[config.mk]
export PLATFORM = sky130hd
export DESIGN_NAME = usb_status_buffer
export DESIGN_NICKNAME = d
export VERILOG_FILES = /design/src/core/usb_status_buffer.v
export VERILOG_INCLUDE_DIRS = /design/src /design/src/core
export SDC_FILE = /design/constraint.sdc
export NUM_CORES = 1
export LEC_CHECK = 0
export BUFFER_PORTS_ARGS = -buffer_cell sky130_fd_sc_hd__buf_2
export CAP_MARGIN = 20
export CORE_AREA = 2 2 213 215
export DETAILED_ROUTE_END_ITERATION = 7
export DIE_AREA = 0 0 215 217
export PLACE_DENSITY_LB_ADDON = 0.2
export SYNTH_ARGS = -nofsm -noshare
export SYNTH_HDL_FRONTEND = slang
export SYNTH_SLANG_ARGS = --single-unit
[constraint.sdc]
create_clock -name clock -period 5.7 [get_ports clock]
set_clock_uncertainty 0.05 [all_clocks]
set_input_delay 0.57 -clock clock [delete_from_list [all_inputs] [get_ports clock]]
set_output_delay 0.57 -clock clock [all_outputs]
set_load 0.05 [all_outputs]
[src/core/usb_status_defs.vh]
// Constants for the USB status, flag and endpoint buffer block
`ifndef USB_STATUS_DEFS_VH
`define USB_STATUS_DEFS_VH

// Special function register addresses
`define OFS_SUSPEND_IRQ_EN 8'hE8
`define OFS_DEVICE_ADDRESS 8'hE9
`define OFS_EVENT_FLAGS 8'hEA
`define OFS_CTRL_RX_STATUS 8'hEB
`define OFS_HS_EP_STATUS 8'hEC
`define OFS_BUF_POINTER 8'hED
`define OFS_CTRL_EP_PORT 8'hEE
`define OFS_INTR_EP_PORT 8'hEF
`define OFS_BULK_EP_PORT 8'hF1
`define OFS_IRQ_EN_MAIN 8'hA8
`define OFS_IRQ_EN_EXTRA 8'hB8

// Bit positions in the suspend/enable, event flag and interrupt enable registers
`define BIT_SUSPEND 7
`define BIT_RESUME 7
`define BIT_ALL_IRQ_EN 7
`define BIT_USB_GROUP_EN 4

// Reset values
`define RST_BYTE 8'h00

// Token kinds from the packet engine
`define TOK_OUT 2'h0
`define TOK_IN 2'h1
`define TOK_SETUP 2'h2

// Reply codes towards the packet engine
`define REPLY_DATA 2'h0
`define REPLY_ACK 2'h1
`define REPLY_NAK 2'h2
`define REPLY_STALL 2'h3

// Line states as {D+, D-}
`define LINE_SE0 2'h0
`define LINE_J 2'h2

// Timing
`define CLK_PERIOD_PS 5000
`define BUS_RESET_NS 2500
`define EOP_MIN_NS 80
`define IDLE_MIN_NS 1000
`define BUS_RESET_CYC ((`BUS_RESET_NS * 1000 + `CLK_PERIOD_PS - 1) / `CLK_PERIOD_PS)
`define EOP_MIN_CYC ((`EOP_MIN_NS * 1000 + `CLK_PERIOD_PS - 1) / `CLK_PERIOD_PS)
`define IDLE_MIN_CYC ((`IDLE_MIN_NS * 1000 + `CLK_PERIOD_PS - 1) / `CLK_PERIOD_PS)

`endif

[src/core/usb_status_buffer.v]
// USB suspend, event flags, receive status and endpoint buffer access
`timescale 1ns/1ps
`include "usb_status_defs.vh"

// Overview of operation
// Software clears resume before suspend, ends suspend
// Seven enables gate matching event flags
// Seven-bit address selects our transactions
// Bus activity in suspend sets resume
// Flags clear only on written one
// Long SE0 sets bus-reset flag
// Valid end-of-packet sets its flag
// Transmit-done set after host ACK
// Receive-done set after stored good packet, ACKed or STALLed
// Done flag or cleared ready gives NAK
// Software clears ready before clearing done
// SETUP on endpoint 0 always ACKed
// Setup indicator records SETUP versus OUT
// Record transmit-done seen before receive-done
// Idle bit reads one on idle bus
// Last received data PID per endpoint
// Last received byte count per endpoint
// Endpoint 0 last handshake one-hot bits
// Shared pointer increments on port access
// Endpoints 0,2: write transmit, read receive
// Endpoint 1 port reaches transmit buffer
// Global and group enables gate interrupt
// Endpoint 0 IN NAKs unless ready, done clear
// SETUP token clears endpoint 0 stall requests
// Interrupt line ORs enabled flags and resume
module usb_status_buffer #(
    parameter RESET_CYC = `BUS_RESET_CYC,
    parameter EOP_CYC = `EOP_MIN_CYC,
    parameter IDLE_CYC = `IDLE_MIN_CYC
) (
    input wire clock,
    input wire nrst,
    input wire [7:0] sfr_addr,
    input wire sfr_wr,
    input wire sfr_rd,
    input wire [7:0] sfr_wdata,
    output reg [7:0] sfr_rdata,
    input wire dp_in,
    input wire dm_in,
    input wire stop_mode,
    input wire ctrl_tx_ready,
    input wire ctrl_rx_ready,
    input wire intr_tx_ready,
    input wire bulk_tx_ready,
    input wire bulk_rx_ready,
    input wire ctrl_out_stall_req,
    input wire ctrl_in_stall_req,
    input wire intr_stall_req,
    input wire bulk_stall_req,
    input wire tok_valid,
    input wire [1:0] tok_kind,
    input wire [6:0] tok_addr,
    input wire [1:0] tok_ep,
    input wire rx_byte_valid,
    input wire [7:0] rx_byte,
    input wire rx_end,
    input wire rx_good,
    input wire rx_pid_data1,
    input wire host_ack,
    input wire tx_rd_req,
    input wire [2:0] tx_rd_idx,
    output reg [7:0] tx_rd_data,
    output reg reply_valid,
    output reg [1:0] reply_code,
    output reg stall_clear,
    output reg suspend,
    output reg [6:0] device_address,
    output reg cpu_wake,
    output reg irq
);
    localparam CW = 10;
    // Event flag bit order: resume, reset, eop, bulk tx/rx, intr tx,
    // ctrl rx, ctrl tx
    localparam F_RST = 6;
    localparam F_EOP = 5;
    localparam F_BTX = 4;
    localparam F_BRX = 3;
    localparam F_ITX = 2;
    localparam F_CRX = 1;
    localparam F_CTX = 0;

    reg [7:0] en_q;
    reg [7:0] flags_q;
    reg [7:0] flags_d;
    reg [7:0] ien_main_q;
    reg [7:0] ien_extra_q;
    reg [2:0] ptr_q;
    reg [7:0] tx_buf [0:23];
    reg [7:0] rx_buf [0:15];
    reg setup_q, tx_first_q, ctrl_seq_q, bulk_seq_q;
    reg [3:0] ctrl_cnt_q, bulk_cnt_q, cnt_q;
    reg hs_stall_q, hs_ack_q, hs_nak_q;
    reg dp_s1, dp_s2, dm_s1, dm_s2;
    reg [1:0] line_prev_q;
    reg [CW-1:0] se0_cnt_q, j_cnt_q;
    reg idle_q;
    reg cur_ours_q, accept_q, in_pend_q;
    reg [1:0] cur_kind_q, cur_ep_q;
    reg [7:0] set_v;
    reg tok_ours, tok_accept;

    wire [1:0] line = {dp_s2, dm_s2};
    wire wr_flags = sfr_wr && sfr_addr == `OFS_EVENT_FLAGS;

    function port_hit;
        input [7:0] a;
        begin
            port_hit = a == `OFS_CTRL_EP_PORT || a == `OFS_INTR_EP_PORT ||
                a == `OFS_BULK_EP_PORT;
        end
    endfunction

    // Buffer base per endpoint; unknown endpoints fold onto the last one
    function [4:0] ep_base;
        input [1:0] ep;
        begin
            case (ep)
                2'h0: ep_base = 5'h00;
                2'h1: ep_base = 5'h08;
                default: ep_base = 5'h10;
            endcase
        end
    endfunction

    // Synchronise the data lines before any decoding
    always @(posedge clock or negedge nrst) begin
        if (!nrst) begin
            dp_s1 <= 1'b0;
            dp_s2 <= 1'b0;
            dm_s1 <= 1'b0;
            dm_s2 <= 1'b0;
        end else begin
            dp_s1 <= dp_in;
            dp_s2 <= dp_s1;
            dm_s1 <= dm_in;
            dm_s2 <= dm_s1;
        end
    end

    // Acceptance decision at token time
    always @* begin
        tok_ours = tok_valid && tok_addr == device_address;
        tok_accept = 1'b0;
        case (tok_ep)
            2'h0: tok_accept = tok_kind == `TOK_SETUP ||
                (ctrl_rx_ready && !flags_q[F_CRX]);
            2'h2: tok_accept = bulk_rx_ready && !flags_q[F_BRX];
            default: tok_accept = 1'b0;
        endcase
    end

    // Hardware flag sets
    always @* begin
        set_v = 8'h00;
        if (suspend && line != `LINE_J)
            set_v[`BIT_RESUME] = 1'b1;
        if (line == `LINE_SE0 && se0_cnt_q == RESET_CYC[CW-1:0] - 1'b1)
            set_v[F_RST] = 1'b1;
        if (line == `LINE_J && line_prev_q == `LINE_SE0 &&
            se0_cnt_q >= EOP_CYC[CW-1:0] && se0_cnt_q < RESET_CYC[CW-1:0])
            set_v[F_EOP] = 1'b1;
        if (host_ack && in_pend_q) begin
            case (cur_ep_q)
                2'h0: set_v[F_CTX] = 1'b1;
                2'h1: set_v[F_ITX] = 1'b1;
                default: set_v[F_BTX] = 1'b1;
            endcase
        end
        if (rx_end && rx_good && cur_ours_q && accept_q) begin
            if (cur_ep_q == 2'h0)
                set_v[F_CRX] = 1'b1;
            else
                set_v[F_BRX] = 1'b1;
        end
        // A set in the same cycle as a one-write wins over the clear
        flags_d = (flags_q & ~(wr_flags ? sfr_wdata : 8'h00)) | set_v;
    end

    // Line monitor
    always @(posedge clock or negedge nrst) begin
        if (!nrst) begin
            line_prev_q <= `LINE_J;
            se0_cnt_q <= {CW{1'b0}};
            j_cnt_q <= {CW{1'b0}};
            idle_q <= 1'b0;
        end else begin
            line_prev_q <= line;
            if (line == `LINE_SE0) begin
                if (se0_cnt_q != {CW{1'b1}})
                    se0_cnt_q <= se0_cnt_q + 1'b1;
            end else if (line_prev_q != `LINE_SE0) begin
                se0_cnt_q <= {CW{1'b0}};
            end else begin
                se0_cnt_q <= se0_cnt_q;
            end
            if (line != `LINE_J)
                j_cnt_q <= {CW{1'b0}};
            else if (j_cnt_q != {CW{1'b1}})
                j_cnt_q <= j_cnt_q + 1'b1;
            // Idle needs the J state to persist, not a single J bit
            idle_q <= line == `LINE_J && j_cnt_q >= IDLE_CYC[CW-1:0];
        end
    end

    // Transaction tracking and handshakes
    always @(posedge clock or negedge nrst) begin
        if (!nrst) begin
            cur_ours_q <= 1'b0;
            cur_kind_q <= `TOK_OUT;
            cur_ep_q <= 2'h0;
            accept_q <= 1'b0;
            in_pend_q <= 1'b0;
            cnt_q <= 4'h0;
            reply_valid <= 1'b0;
            reply_code <= `REPLY_NAK;
            stall_clear <= 1'b0;
            setup_q <= 1'b0;
            tx_first_q <= 1'b0;
            ctrl_seq_q <= 1'b0;
            bulk_seq_q <= 1'b0;
            ctrl_cnt_q <= 4'h0;
            bulk_cnt_q <= 4'h0;
            hs_stall_q <= 1'b0;
            hs_ack_q <= 1'b0;
            hs_nak_q <= 1'b0;
        end else begin
            reply_valid <= 1'b0;
            stall_clear <= 1'b0;
            if (host_ack)
                in_pend_q <= 1'b0;
            if (tok_valid) begin
                cur_ours_q <= tok_ours;
                cur_kind_q <= tok_kind;
                cur_ep_q <= tok_ep;
                accept_q <= tok_accept;
                cnt_q <= 4'h0;
                in_pend_q <= 1'b0;
                if (tok_ours && tok_kind == `TOK_SETUP && tok_ep == 2'h0)
                    stall_clear <= 1'b1;
                if (tok_ours && tok_kind == `TOK_IN) begin
                    reply_valid <= 1'b1;
                    reply_code <= `REPLY_NAK;
                    case (tok_ep)
                        2'h0: begin
                            if (ctrl_in_stall_req)
                                reply_code <= `REPLY_STALL;
                            else if (ctrl_tx_ready && !flags_q[F_CTX])
                                reply_code <= `REPLY_DATA;
                            hs_stall_q <= ctrl_in_stall_req;
                            hs_ack_q <= 1'b0;
                            hs_nak_q <= !ctrl_in_stall_req &&
                                !(ctrl_tx_ready && !flags_q[F_CTX]);
                            in_pend_q <= !ctrl_in_stall_req &&
                                ctrl_tx_ready && !flags_q[F_CTX];
                        end
                        2'h1: begin
                            if (intr_stall_req)
                                reply_code <= `REPLY_STALL;
                            else if (intr_tx_ready && !flags_q[F_ITX])
                                reply_code <= `REPLY_DATA;
                            in_pend_q <= !intr_stall_req && intr_tx_ready &&
                                !flags_q[F_ITX];
                        end
                        default: begin
                            if (bulk_stall_req)
                                reply_code <= `REPLY_STALL;
                            else if (bulk_tx_ready && !flags_q[F_BTX])
                                reply_code <= `REPLY_DATA;
                            in_pend_q <= !bulk_stall_req && bulk_tx_ready &&
                                !flags_q[F_BTX];
                        end
                    endcase
                end
            end else if (rx_byte_valid && cnt_q != 4'h8) begin
                cnt_q <= cnt_q + 1'b1;
            end
            // Corrupt packets get no handshake, as the host expects
            if (rx_end && rx_good && cur_ours_q && cur_kind_q != `TOK_IN) begin
                reply_valid <= 1'b1;
                if (cur_ep_q == 2'h0 && cur_kind_q != `TOK_SETUP &&
                    ctrl_out_stall_req)
                    reply_code <= `REPLY_STALL;
                else if (cur_ep_q != 2'h0 && bulk_stall_req)
                    reply_code <= `REPLY_STALL;
                else if (accept_q)
                    reply_code <= `REPLY_ACK;
                else
                    reply_code <= `REPLY_NAK;
                if (cur_ep_q == 2'h0) begin
                    hs_stall_q <= cur_kind_q != `TOK_SETUP &&
                        ctrl_out_stall_req;
                    hs_ack_q <= (cur_kind_q == `TOK_SETUP ||
                        !ctrl_out_stall_req) && accept_q;
                    hs_nak_q <= cur_kind_q != `TOK_SETUP &&
                        !ctrl_out_stall_req && !accept_q;
                end
                if (accept_q && cur_ep_q == 2'h0) begin
                    setup_q <= cur_kind_q == `TOK_SETUP;
                    tx_first_q <= flags_q[F_CTX];
                    ctrl_seq_q <= rx_pid_data1;
                    ctrl_cnt_q <= cnt_q;
                end else if (accept_q) begin
                    bulk_seq_q <= rx_pid_data1;
                    bulk_cnt_q <= cnt_q;
                end
            end
        end
    end

    // Receive buffer fill; bytes past the eighth are dropped
    always @(posedge clock) begin
        if (rx_byte_valid && !tok_valid && cur_ours_q && accept_q &&
            cur_kind_q != `TOK_IN && cnt_q != 4'h8)
            rx_buf[{cur_ep_q[1], cnt_q[2:0]}] <= rx_byte;
    end

    // CPU writes to endpoint transmit buffers
    always @(posedge clock) begin
        if (sfr_wr && sfr_addr == `OFS_CTRL_EP_PORT)
            tx_buf[ep_base(2'h0) + {2'h0, ptr_q}] <= sfr_wdata;
        else if (sfr_wr && sfr_addr == `OFS_INTR_EP_PORT)
            tx_buf[ep_base(2'h1) + {2'h0, ptr_q}] <= sfr_wdata;
        else if (sfr_wr && sfr_addr == `OFS_BULK_EP_PORT)
            tx_buf[ep_base(2'h2) + {2'h0, ptr_q}] <= sfr_wdata;
    end

    // Registers, read data and interrupt
    always @(posedge clock or negedge nrst) begin
        if (!nrst) begin
            en_q <= `RST_BYTE;
            flags_q <= `RST_BYTE;
            ien_main_q <= `RST_BYTE;
            ien_extra_q <= `RST_BYTE;
            device_address <= 7'h00;
            ptr_q <= 3'h0;
            sfr_rdata <= 8'h00;
            tx_rd_data <= 8'h00;
            suspend <= 1'b0;
            cpu_wake <= 1'b0;
            irq <= 1'b0;
        end else begin
            flags_q <= flags_d;
            if (sfr_wr && sfr_addr == `OFS_SUSPEND_IRQ_EN)
                en_q <= sfr_wdata;
            if (sfr_wr && sfr_addr == `OFS_DEVICE_ADDRESS)
                device_address <= sfr_wdata[6:0];
            if (sfr_wr && sfr_addr == `OFS_IRQ_EN_MAIN)
                ien_main_q <= sfr_wdata;
            if (sfr_wr && sfr_addr == `OFS_IRQ_EN_EXTRA)
                ien_extra_q <= sfr_wdata;
            if (sfr_wr && sfr_addr == `OFS_BUF_POINTER)
                ptr_q <= sfr_wdata[2:0];
            else if ((sfr_wr || sfr_rd) && port_hit(sfr_addr))
                ptr_q <= ptr_q + 1'b1;
            // Suspend follows its enable bit and arms resume detection; software owns its timing
            suspend <= en_q[`BIT_SUSPEND];
            if (tx_rd_req)
                tx_rd_data <= tx_buf[ep_base(cur_ep_q) + {2'h0, tx_rd_idx}];
            // Wake the CPU first; the resume request waits for stop to end
            cpu_wake <= flags_q[`BIT_RESUME] && stop_mode;
            irq <= ien_main_q[`BIT_ALL_IRQ_EN] &&
                ien_extra_q[`BIT_USB_GROUP_EN] &&
                ((flags_q[`BIT_RESUME] && !stop_mode) ||
                |(flags_q[6:0] & en_q[6:0]));
            sfr_rdata <= 8'h00;
            if (sfr_rd) begin
                case (sfr_addr)
                    `OFS_SUSPEND_IRQ_EN: sfr_rdata <= en_q;
                    `OFS_DEVICE_ADDRESS: sfr_rdata <= {1'b0, device_address};
                    `OFS_EVENT_FLAGS: sfr_rdata <= flags_q;
                    `OFS_CTRL_RX_STATUS: sfr_rdata <= {setup_q, tx_first_q,
                        idle_q, ctrl_seq_q, ctrl_cnt_q};
                    `OFS_HS_EP_STATUS: sfr_rdata <= {hs_stall_q, hs_ack_q,
                        hs_nak_q, bulk_seq_q, bulk_cnt_q};
                    `OFS_BUF_POINTER: sfr_rdata <= {5'h00, ptr_q};
                    `OFS_CTRL_EP_PORT: sfr_rdata <= rx_buf[{1'b0, ptr_q}];
                    `OFS_INTR_EP_PORT:
                        sfr_rdata <= tx_buf[ep_base(2'h1) + {2'h0, ptr_q}];
                    `OFS_BULK_EP_PORT: sfr_rdata <= rx_buf[{1'b1, ptr_q}];
                    `OFS_IRQ_EN_MAIN: sfr_rdata <= ien_main_q;
                    `OFS_IRQ_EN_EXTRA: sfr_rdata <= ien_extra_q;
                    default: sfr_rdata <= 8'h00;
                endcase
            end
        end
    end
endmodule

Word level (Yosys, flattened, before mapping)
Memories as Yosys holds them, arrays and structs flattened. A register that Yosys moved wholly into a read port is not among the register bits.
Cells that the tools add are included.
{"block": "totals", "reg_bits": 110, "latch_bits": 0, "ramBits": 320, "rom_bits": 0, "input_bits": 61, "output_inout_bits": 30, "wordCells": 257, "n_memories": 2}
{"block": "classes", "add_sub_neg": 7, "mul": 0, "div": 0, "order_cmp": 3, "eq_ne": 27, "n_shift": 0, "muxes": 81, "n_bitwise": 5, "reduce_logical": 96}
{"name": "tx_buf", "words": 24, "width": 8, "read_ports": 2, "rd_ports_with_merged_regs": 1, "write_ports": 1, "line": "usb_status_buffer.v:93", "source": "reg [7:0] tx_buf [0:23];"}
{"name": "rx_buf", "words": 16, "width": 8, "read_ports": 2, "rd_ports_with_merged_regs": 0, "write_ports": 1, "line": "usb_status_buffer.v:94", "source": "reg [7:0] rx_buf [0:15];"}
{"cell": "equality test 8 bit, second input constant", "n": 11}
{"cell": "case mux 8 bit (11 select lines)", "n": 1}
{"cell": "logical AND 1 bit", "n": 55}
{"cell": "two-way mux 10 bit", "n": 5}
{"cell": "two-way mux 1 bit", "n": 48}
{"cell": "two-way mux 8 bit", "n": 4}
{"cell": "two-way mux 2 bit", "n": 12}
{"cell": "adder 10 x 1 -> 10 bit, second input constant", "n": 2}
{"cell": "!= test 10 bit, second input constant", "n": 2}
{"cell": "nonzero test 2 bit", "n": 9}
{"cell": "OR reduction 8 bit", "n": 2}
{"cell": "two-way mux 5 bit", "n": 3}
{"cell": "logical NOT 1 bit", "n": 14}
{"cell": "equality test 10 x 9 -> 1 bit, second input constant", "n": 1}
{"cell": "greater-or-equal comparator 10 x 5 -> 1 bit, second input constant", "n": 1}
{"cell": "greater-or-equal comparator 10 x 8 -> 1 bit, second input constant", "n": 1}
{"cell": "less-than comparator 10 x 9 -> 1 bit, second input constant", "n": 1}
{"cell": "case mux 5 bit (2 select lines)", "n": 1}
{"cell": "bitwise AND 8 bit", "n": 1}
{"cell": "equality test 2 bit, second input constant", "n": 4}
{"cell": "logical NOT 2 bit", "n": 4}
{"cell": "two-way mux 4 bit", "n": 2}
{"cell": "inverter 8 bit", "n": 1}
{"cell": "bitwise OR 8 bit", "n": 1}
{"cell": "20 further kinds", "n": 33}

Depth between registers and ports, before layout
Gate-level depths: netlist of run 1.
{"block": "depth", "ltp_word": 9, "ltp_mapped": 8, "mapped_depth_nobuf": 7}

Worst setup path after synthesis of run 1
No wires, ideal clock.
{"block": "synth_timing", "kind": "input to register", "from": "input sfr_addr[1]", "to": "memory tx_buf[14][0], enable pin", "setup_time_ns": 0.370, "arrival_time_ns": 2.035, "required_time_ns": 5.280, "slack_ns": 3.245, "stages": 6, "n_path_buf": 1, "path_cell_list": "buf_6 nor4b_4 a21oi_1 nor3b_1 nand2_1 nor2_1"}
{"block": "synth_between", "elab_chain_len": 8, "elab_cells_between_ends": 21, "classes_between": "3 x eq/ne; 13 x mux; 5 x reduce/logical"}
{"item": "start, declared", "line": "usb_status_buffer.v:38", "source": "input wire [7:0] sfr_addr,"}
{"item": "equality test 8 bit"}
{"item": "logical AND 1 bit (no source line)"}
{"item": "two-way mux 1 bit (on tied branches)", "line": "usb_status_buffer.v:326, usb_status_buffer.v:328"}
{"item": "two-way mux 1 bit (on tied branches)", "line": "usb_status_buffer.v:324, usb_status_buffer.v:326"}
{"item": "two-way mux 1 bit (on tied branches)", "line": "usb_status_buffer.v:327, usb_status_buffer.v:324"}
{"item": "OR reduction 8 bit (no source line) / two-way mux 1 bit (equally long branches)"}
{"item": "two-way mux 5 bit (no source line), or another cell as far along"}
{"item": "two-way mux 5 bit (no source line) / two-way mux 1 bit (equally long branches)"}
{"item": "end, declared", "line": "usb_status_buffer.v:93"}
Several ways; a longest one is shown, not always the timed one.

Worst setup path after layout of run 1
{"block": "layout_timing", "from": "register ptr_q[1]", "to": "register sfr_rdata[6]"}
{"block": "layout_between", "elab_chain_len": 4, "elab_cells_between_ends": 5, "classes_between": "1 x add/sub; 2 x mux; 2 x memory"}
{"item": "start, declared", "line": "usb_status_buffer.v:92", "source": "reg [2:0] ptr_q;"}
{"item": "start signal, assigned", "line": "usb_status_buffer.v:357", "source": "ptr_q <= sfr_wdata[2:0];"}
{"item": "start signal, assigned", "line": "usb_status_buffer.v:359", "source": "ptr_q <= ptr_q + 1'b1;"}
{"item": "adder 4 x 3 -> 5 bit", "line": "usb_status_buffer.v:383", "source": "sfr_rdata <= tx_buf[ep_base(2'h1) + {2'h0, ptr_q}];"}
{"item": "memory read (24 x 8 bit)"}
{"item": "case mux 8 bit (11 select lines) *", "line": "usb_status_buffer.v:372", "source": "case (sfr_addr)"}
{"item": "two-way mux 8 bit *", "line": "usb_status_buffer.v:371", "source": "if (sfr_rd) begin"}
{"item": "end signal, assigned", "line": "usb_status_buffer.v:373", "source": "`OFS_SUSPEND_IRQ_EN: sfr_rdata <= en_q;"}
{"item": "end signal, assigned", "line": "usb_status_buffer.v:383"}
{"item": "end signal, assigned", "line": "usb_status_buffer.v:384", "source": "`OFS_BULK_EP_PORT: sfr_rdata <= rx_buf[{1'b1, ptr_q}];"}
{"item": "end, declared", "line": "usb_status_buffer.v:42", "source": "output reg [7:0] sfr_rdata,"}
Every way passes the cells marked *; elsewhere a longest branch is shown, timed or not.
A chain may end at the register's enable or synchronous reset.

==> metrics.md, run 1 <==
| Metric | Value |
|---|---|
| Mapped Cells | 1164 |
| Peak VDD IR | 0.000202 V |
| Root Buffer Master | clkbuf_16 |
| Worst-Skew Late Latency | 0.59 ns |
| Post-detail-place hpwl | 30800 um |
| Largest family of logic cells by synthesized area | multiplexers |
| Post-synth EDFFs | 320 |
| Register bit total from synthesis | 438 |
| Largest net degree at the start of global routing | 66 |
| Reg2reg start | ptr_q[1]$_DFFE_PN0P_ |
| RSZ-0062 raised after global routing | no |
| Clock sink count | 438 |
| Htree depth | 2 |
| Post-CTS sizing | 0 |
| Worst Setup End Kind | flop |
| Multiplexer share of the synthesized area | 16.9% |
| Setup Viol. Count Final | 0 |
| Die area | 46700 um2 |
| Layout Utilization | 48.1% |
| Die W | 215 um |
| CP cell instances | buf_4, mux4_2, nand2_1, a21oi_1, a311oi_1, a31oi_1 |
| Top FF cell, synth | edfxtp_1 |
| CP top delay family | flip-flops |
| Area delta synth->final | 14.1% |
| Rows | 78 |
| Count of input and output buffers | 90 |
| Critical Path RT | 6.08 ns |
| Fill cells | 3923 |
| Via count | 10.7k |
| Share of cells above drive strength 1 | 27.6% |
| Clock power frac | 42.5% |
| Longest Clk Path Bufs | 3 |
| Worst-path maximum fanout | 33 |
| Synthesized Nets | 1237 |
| Switching Share | 24.3% |
| Die H | 217 um |
| Synth warn | 0 |
| Max-cap violations | 0 |
| Drt wl/cell | 24.7 um |
| Critical Path Source Type | flop |
| Overflow after GRT | 0 |
| NetSw | 1.87 mW |
| Num CTS Buffers | 47 |
| Drt via density | 5.64 |
| I/O Pins | 91 |
| Post-layout instance area | 21500 um2 |
| Antenna-violating nets left | 0 |
| Critical path buffers and inverters | 1 |
| Max frequency | 341 MHz |
| Post-Synth XOR/XNOR Area | 1.07% |
| Initial antenna violation count | 1 |
| GP Congestion | 0.879 |
| Vias in the first global route | 10.8k |
| Logic pwr share | 11.1% |
| Drt pass-1 iters | 5 |
| Synth Area in Compound Gates | 4.78% |
| WP data arrival | 3.32 ns |
| Register share of total power | 46.5% |
| Fin nets | 1328 |
| Min cycle time layout | 2.93 ns |
| Actual slew at the worst max-slew pin | 0.947 ns |
| Reg clk slew, reported paths | 0.06 ns |
| Post-DP Area | 19800 um2 |
| Multi-input gate area | 5910 um2 |
| Ys async rst share | 26.9% |
| Slew Viols, Final | 0 |
| Hold crit path type | input pin to asynchronous set/reset pin |
| Initial Util | 42.2% |
| R2R cell count | 6 |
| Status | completed |
| Synthesized-area fraction occupied by adder cells | 0.850% |
| Syn_area_per_cell | 16.2 um2 |
| Synth Area in Simple Gates | 7.73% |
| Hold-fix buffers at CTS | 0 |
| CTS tree | done |
| Rel. slew slack | 36.8% |
| Crit Reg-Reg Endpoint | sfr_rdata[6]$_DFF_PN0_ |
| Hold Violations, Final | 0 |
| Core footprint | 44700 um2 |
| Slowest stage delay, CP | 0.99 ns |
| Pleak | 7.73 nW |
| Register area | 12600 um2 |
| Setup CP Type | flop to flop |
| Initial drt markers | 1037 |
| First-pass GRT wire length | 70200 um |
| Aggregate negative setup slack | 0 ns |
| Pint | 5.84 mW |
| Cell variety after synth | 71 |
| Detailed-route DRC error count | 0 |
| Seq/Total Area, Yosys | 66.7% |
| Post-route clock period utilization | 51.4% |
| GR Util All Layers | 20.3% |
| Crit-path slowest cell | dfrtp_2 |
| Reg2reg setup slack | 2.77 ns |
| Final wirelength | 46700 um |
| Synthesized area | 18800 um2 |
| Crit path launch | ptr_q[1]$_DFFE_PN0P_ |
| PD cells | 359 nW/um2 |
| Post-CTS Setup Bufs | 0 |
## cells in the final DEF, fill, tap and decap left out, types with 6 or more instances in the layout
cell,n
xnor2_1,17
mux2i_1,28
o2bb2ai_1,7
edfxtp_1,320
mux2_4,8
a22oi_1,10
mux4_2,96
dfrtp_1,114
a21oi_1,46
xor2_1,6
nand3_1,19
nor2b_1,8
a31oi_1,11
or2_2,6
a211oi_1,6
clkbuf_8,7
nor3_1,12
buf_4,7
and3_1,11
mux2_2,56
inv_1,17
clkbuf_16,53
nand3b_1,6
ha_1,12
clkinv_2,8
buf_2,89
nand2b_1,9
nand2_1,81
nand4_1,12
nor2_1,89
o22ai_1,10
o21ai_0,18
## power by group through the flow
stage                     clock, mW  combinational [mW]  sequential [mW]
after floorplan                   0               0.606             3.62
after global routing           3.46               0.915             3.60
after global placement            0               0.854             3.65
after CTS                      3.34               0.864             3.59
final                          3.28               0.853             3.59
after detailed placement          0               0.860             3.65
## logic make-up (layout without fill, tap and decap cells)
family / count (synthesis) / in the layout
buf+inv: 74 / 202
mux: 188 / 188
flops: 438 / 438
compound gates: 140 / 140
simple gates: 288 / 288
fa+ha+maj: 13 / 13
other cells: 0 / 1
xor+xnor: 23 / 23
## Yosys cell counts, drive strengths merged (4+ instances only)
cell type  instances  area share [%]
edfxtp           320              51
dfrtp            116              15
mux4              96              11
nor2              90             1.8
nand2             82             1.7
mux2              64             4.0
a21oi             46             1.2
buf               40             1.3
mux2i             28             1.5
inv               19            0.38
nand3             19            0.50
o21ai             19            0.50
xnor2             17            0.79
clkbuf            15            0.30
nor3              13            0.40
ha                12            0.80
nand4             12            0.40
a31oi             11            0.37
and3              11            0.37
a22oi             10            0.40
o22ai             10            0.33
nand2b             9            0.30
nor2b              8            0.27
nand3b             7            0.35
o2bb2ai            7            0.33
or2                7            0.23
a211oi             6            0.24
xor2               6            0.28
a221oi             5            0.23
and2               5            0.17
a21o               4            0.16
and4               4            0.19
or3                4            0.13
## worst max-delay path by stage
stage	end	slack, ns	cells past startpoint
5_1_grt	sfr_rdata[6]$_DFF_PN0_	2.57	6
3_5_place_dp	tx_buf[9][0]$_DFFE_PP_	2.38	5
6_report	sfr_rdata[6]$_DFF_PN0_	2.77	6
4_1_cts	sfr_rdata[6]$_DFF_PN0_	2.69	6
2_1_floorplan	tx_buf[14][0]$_DFFE_PP_	3.25	6
3_3_place_gp	tx_buf[8][0]$_DFFE_PP_	2.52	5
## layout make-up
class,count,share of cell area [%]
repair buffers,97,2.35
well taps,600,3.49
diodes,1,0.0116
clock inverters,21,1.20
inverters,19,0.332
flip-flops and latches,438,58.4
clock buffers,65,6.70
multi-input cells,652,27.5
## flip-flops by register name (all words and copies together), names as in the netlist, 3 cells and up
signal	count
tx_rd_data	8
tx_buf	192
bulk_cnt_q	4
cnt_q	4
sfr_rdata	8
device_address	7
en_q	8
j_cnt_q	10
se0_cnt_q	10
ctrl_cnt_q	4
ptr_q	3
rx_buf	128
ien_extra_q	8
ien_main_q	8
flags_q	8
## metrics by stage
| step | cells | setup slack, ns | total power, mW | hold slack [ns] |
|---|---|---|---|---|
| after CTS | 1890 | 2.69 | 7.79 | 0.00793 |
| after global routing | 1892 | 2.57 | 7.97 | 0.0212 |
| after floorplan | 1164 | 3.25 | 4.22 | 0.224 |
| after global placement | 1804 | 2.52 | 4.51 | 0.289 |
| final | 1893 | 2.77 | 7.72 | 0.00311 |
| after detailed placement | 1804 | 2.38 | 4.51 | 0.287 |
## routing by layer
| metal | vias to the layer above | routed length (um) | GRT usage [%] | share of wire (%) |
|---|---|---|---|---|
| met5 | - | 0 | 0 | 0 |
| met4 | 0 | 1220 | 6.62 | 2.6 |
| met3 | 80 | 2540 | 3.19 | 5.4 |
| met2 | 313 | 22400 | 32.7 | 48 |
| met1 | 5556 | 20600 | 28.4 | 44 |
| li1 | 4735 | - | - | - |
Power figures use the tool's default switching activity.
==> run 2, diff against run 1 <==
==> constraint.sdc (replaced) <==
create_clock -name clock -period 2.5 [get_ports clock]
set_clock_uncertainty 0.05 [all_clocks]
set_input_delay 0.25 -clock clock [delete_from_list [all_inputs] [get_ports clock]]
set_output_delay 0.25 -clock clock [all_outputs]
set_load 0.05 [all_outputs]
==> metrics.md, run 2 (same netlist as run 1, synthesis figures left out) <==
| Metric | Value |
|---|---|
| Initial drt markers | 926 |
| Critical Path Source Type | flop |
| Count of input and output buffers | 90 |
| Layout Utilization | 49.5% |
| Slowest stage delay, CP | 0.75 ns |
| Min cycle time layout | 2.27 ns |
| Die area | 46700 um2 |
| Hold crit path type | input pin to flop |
| Switching Share | 24.2% |
| Pint | 13.0 mW |
| Max reg flops | 192 |
| Post-layout instance area | 22100 um2 |
| Initial antenna violation count | 2 |
| Setup CP Type | flop to flop |
| Logic pwr share | 12.8% |
| Die W | 215 um |
| GP Congestion | 0.907 |
| Post-DP Area | 20400 um2 |
| Htree depth | 2 |
| I/O Pins | 91 |
| Worst Setup End Kind | flop |
| Drt via density | 5.57 |
| Area delta synth->final | 17.4% |
| Critical path buffers and inverters | 1 |
| Hold Violations, Final | 0 |
| Clock power frac | 40.2% |
| Status | completed |
| Most flops, register | tx_buf |
| Rel. slew slack | 42.1% |
| Vias in the first global route | 11.3k |
| CP cell instances | buf_4, mux4_2, mux2_2, a22oi_1, a31oi_1 |
| Final wirelength | 47300 um |
| CP top delay family | flip-flops |
| WP data arrival | 2.63 ns |
| Root Buffer Master | clkbuf_16 |
| Worst-path maximum fanout | 19 |
| PD cells | 777 nW/um2 |
| Initial Util | 42.2% |
| Crit-path slowest cell | dfrtp_2 |
| Critical Path RT | 2.86 ns |
| Max-cap violations | 0 |
| First-pass GRT wire length | 71500 um |
| Detailed-route DRC error count | 0 |
| Longest Clk Path Bufs | 3 |
| RSZ-0062 raised after global routing | no |
| Slew Viols, Final | 0 |
| Rows | 78 |
| Pleak | 8.12 nW |
| NetSw | 4.15 mW |
| Core footprint | 44700 um2 |
| Die H | 217 um |
| Peak VDD IR | 0.000472 V |
| GR Util All Layers | 20.6% |
| Drt wl/cell | 23.8 um |
| Post-route insts no fill | 1983 |
| Max frequency | 440 MHz |
| Reg clk slew, reported paths | 0.06 ns |
| Via count | 11.0k |
| Post-detail-place hpwl | 32200 um |
| Share of cells above drive strength 1 | 30.5% |
| Most frequent cells in the layout | edfxtp_1 (320), dfrtp_1 (114), mux4_2 (96) |
| Clock sink count | 438 |
| Post-CTS Setup Bufs | 0 |
| Most common cell after layout, fill and taps aside | edfxtp_1 |
| Num CTS Buffers | 46 |
| Largest net degree at the start of global routing | 48 |
| Number of instances in the placed design | 1882 |
| Setup Viol. Count Final | 0 |
| Aggregate negative setup slack | 0 ns |
| Drt pass-1 iters | 7 |
| Fin nets | 1417 |
| Worst-Skew Late Latency | 0.56 ns |
| Overflow after GRT | 0 |
| Antenna-violating nets left | 0 |
| CTS tree | done |
| Register share of total power | 47.0% |
| Post-route clock period utilization | 90.9% |
| Actual slew at the worst max-slew pin | 0.862 ns |
==> run 2: layout make-up <==
| class | count | area (um2) |
|---|---|---|
| fill | 3830 | 22600 |
| sequential | 438 | 12600 |
| multi-input combinational | 652 | 5910 |
| clock buffer | 61 | 1320 |
| timing repair buffer | 187 | 1280 |
| tap | 600 | 751 |
| clock inverter | 24 | 221 |
| inverter | 19 | 71.3 |
| antenna | 2 | 5.00 |
==> run 2: timing repair <==
item	4_1_cts	5_1_grt
resized for setup	0	0
hold endpoints to repair	58	0
endpoints found under the setup margin	0	0
hold buffers	14	0
==> run 2: stage by stage <==
stage | setup WS, ns | hold WS (ns) | power, mW
CTS | 0.171 | 0.00559 | 17.4
finish | 0.227 | 0.0292 | 17.2
global placement | -0.0301 | 0.212 | 10.4
floorplan | 0.327 | -0.0956 | 9.63
global route | 0.111 | 0.0270 | 17.8
detailed placement | -0.111 | 0.213 | 10.4
==> run 2: per-layer routing <==
metal / share of wire, % / vias to the layer above / wire, um / global-route usage, %
met5: 0 / - / 0 / 0
met4: 2.5 / 0 / 1200 / 6.11
met3: 5.8 / 79 / 2720 / 3.13
met2: 47 / 328 / 22400 / 32.9
met1: 44 / 5716 / 20900 / 29.5
li1: - / 4917 / - / -
==> run 2: power groups by stage <==
stage / Combinational (mW) / Sequential (mW) / Clock (mW)
CTS: 2.24 / 8.08 / 7.05
detailed placement: 2.21 / 8.23 / 0
floorplan: 1.38 / 8.25 / 0
global route: 2.38 / 8.09 / 7.37
finish: 2.21 / 8.08 / 6.91
global placement: 2.19 / 8.22 / 0
==> run 2: path summary, 6_finish.rpt <==
check                      slack (ns)                   endpoint            startpoint  depth (start not counted)
max                              0.23     sfr_rdata[7]$_DFF_PN0_  ptr_q[1]$_DFFE_PN0P_                          5
min                              0.03      in_pend_q$_DFFE_PN0P_        bulk_stall_req                          3
max reg2reg                      0.23     sfr_rdata[7]$_DFF_PN0_  ptr_q[1]$_DFFE_PN0P_                          5
min reg2reg                      0.31            dp_s2$_DFF_PN0_       dp_s1$_DFF_PN0_                          0
max in group asynchronous        1.50   line_prev_q[1]$_DFF_PN1_                  nrst                          3
min in group asynchronous        0.16  reply_code[0]$_DFFE_PN0P_                  nrst                          2
==> run 2: worst min-delay path: stages <==
cell	delay, ns
buf_2	0.09
a21oi_1	0.10
a21o_1	0.16
==> run 3, diff against run 2 <==
--- a/config.mk
+++ b/config.mk
@@ -6,11 +6,13 @@
 export SDC_FILE = /design/constraint.sdc
 export NUM_CORES = 1
 export LEC_CHECK = 0
+export ABC_AREA = 0
 export BUFFER_PORTS_ARGS = -buffer_cell sky130_fd_sc_hd__buf_2
 export CAP_MARGIN = 20
 export CORE_AREA = 2 2 213 215
 export DETAILED_ROUTE_END_ITERATION = 7
 export DIE_AREA = 0 0 215 217
+export HOLD_SLACK_MARGIN = 0.15
 export PLACE_DENSITY_LB_ADDON = 0.2
 export SYNTH_ARGS = -nofsm -noshare
 export SYNTH_HDL_FRONTEND = slang
==> metrics.md, run 3 (same netlist as run 1, synthesis figures left out) <==
| Metric | Value |
|---|---|
| Status | completed |
| Reg clk slew, reported paths | 0.06 ns |
| Most common cell after layout, fill and taps aside | edfxtp_1 |
| Post-detail-place hpwl | 32200 um |
| Drt pass-1 iters | 5 |
| Critical Path Source Type | flop |
| Largest net degree at the start of global routing | 48 |
| Most frequent cells in the layout | edfxtp_1 (320), dfrtp_1 (114), mux4_2 (96) |
| Rel. slew slack | 40.0% |
| Worst Setup End Kind | flop |
| Dpl ws | -0.111 ns |
| Fill cells | 3818 |
| Initial antenna violation count | 2 |
| Peak VDD IR | 0.000481 V |
| Fin nets | 1438 |
| Aggregate negative setup slack | 0 ns |
| Die H | 217 um |
| Vias in the first global route | 11.4k |
| Die W | 215 um |
| Core footprint | 44700 um2 |
| Initial Util | 42.2% |
| Max frequency | 440 MHz |
| Overflow after GRT | 0 |
| Reg2reg setup slack | 0.23 ns |
| First-pass GRT wire length | 72000 um |
| Drt wl/cell | 23.7 um |
| Min cycle time layout | 2.27 ns |
| Worst-path maximum fanout | 19 |
| Hold Violations, Final | 0 |
| Initial drt markers | 1056 |
| PnR worst setup slack | 0.228 ns |
| Setup CP Type | flop to flop |
| Actual slew at the worst max-slew pin | 0.894 ns |
| Via count | 11.1k |
| CTS tree | done |
| Count of input and output buffers | 90 |
| Drt via density | 5.55 |
| Htree depth | 2 |
| Antenna-violating nets left | 0 |
| Hold crit path type | input pin to asynchronous set/reset pin |
| Area delta synth->final | 18.6% |
| Longest Clk Path Bufs | 3 |
| Die area | 46700 um2 |
| Most flops, register | tx_buf |
| GR Util All Layers | 20.7% |
| Setup Viol. Count Final | 0 |
| I/O Pins | 91 |
| Detailed-route DRC error count | 0 |
| Post-route clock period utilization | 90.9% |
| WP data arrival | 2.63 ns |
| Pleak | 8.20 nW |
| PD cells | 770 nW/um2 |
| Share of cells above drive strength 1 | 30.1% |
| RSZ-0062 raised after global routing | no |
| Critical Path RT | 2.86 ns |
| Max-cap violations | 0 |
| Worst-Skew Late Latency | 0.56 ns |
| Clock sink count | 438 |
| GP Congestion | 0.907 |
| Rows | 78 |
| Final wirelength | 47500 um |
| Slew Viols, Final | 0 |
| Root Buffer Master | clkbuf_16 |
| Max reg flops | 192 |
| Num CTS Buffers | 46 |
-- run 3: cell types whose count changed in the layout (fill, tap and decap cells not counted) --
| cell | previous run | this run |
|---|---|---|
| diode_2 | 2 | 1 |
| a2111oi_1 | 1 | 0 |
| a2111oi_2 | 0 | 1 |
| dlygate4sd3_1 | 14 | 35 |
-- run 3: what timing repair did --
item / 4_1_cts / 5_1_grt
gates resized for setup: 0 / 1
setup endpoints to repair: 0 / 1
hold endpoints to repair: 279 / 0
buffers inserted: 0 / 0
hold buffers: 35 / 0
-- run 3: final cells by class --
| cell class | instances | area [um2] | area share [%] |
|---|---|---|---|
| clock buffers | 61 | 1320 | 5.92 |
| multi-input cells | 652 | 5920 | 26.5 |
| flip-flops and latches | 438 | 12600 | 56.2 |
| diodes | 1 | 2.50 | 0.0112 |
| clock inverters | 24 | 221 | 0.991 |
| well taps | 600 | 751 | 3.36 |
| repair buffers | 208 | 1490 | 6.67 |
| inverters | 19 | 71.3 | 0.319 |
-- run 3: critical path: stages, from the launching register on --
cell and delay (ns):
dfrtp_2 0.75, buf_4 0.37, mux4_2 0.36, mux2_2 0.30, a22oi_1 0.18, a31oi_1 0.10
-- run 3: where the power goes --
group | internal, mW | leakage, nW | switching, mW
clock | 4.13 | 0.747 | 2.76
combinational | 1.02 | 3.01 | 1.22
sequential | 7.92 | 4.44 | 0.163
total | 13.1 | 8.20 | 4.15
-- run 3: routing by layer --
metal  global-route usage (%)  share of wire, %  up-vias
met5                        0                 0        -
met4                     6.11               2.5        0
met3                     3.14               5.9       74
met2                     33.2                47      335
met1                     29.6                44     5747
li1                         -                 -     4959
-- run 3: path summary, 6_finish.rpt --
kind	to	cells past startpoint	from
min in group clock	ptr_q[1]$_DFFE_PN0P_	3	sfr_wdata[1]
worst max-delay path	sfr_rdata[7]$_DFF_PN0_	5	ptr_q[1]$_DFFE_PN0P_
worst min register to register	dp_s2$_DFF_PN0_	0	dp_s1$_DFF_PN0_
worst min-delay path	reply_code[0]$_DFFE_PN0P_	2	nrst
worst max register to register	sfr_rdata[7]$_DFF_PN0_	5	ptr_q[1]$_DFFE_PN0P_
max in group asynchronous	line_prev_q[1]$_DFF_PN1_	3	nrst
-- run 3: through the flow --
stage               hold WS (ns)  std cells  area, um2  total power, mW  util, %
finish                     0.161       2003      22300             17.2     50.0
global placement           0.212       1882      20400             10.4     45.7
global route               0.210       2002      22300             17.9     50.0
floorplan                -0.0956       1164      18800             9.63        -
CTS                        0.155       2002      22300             17.4     50.0
detailed placement         0.213       1882      20400             10.4     45.7
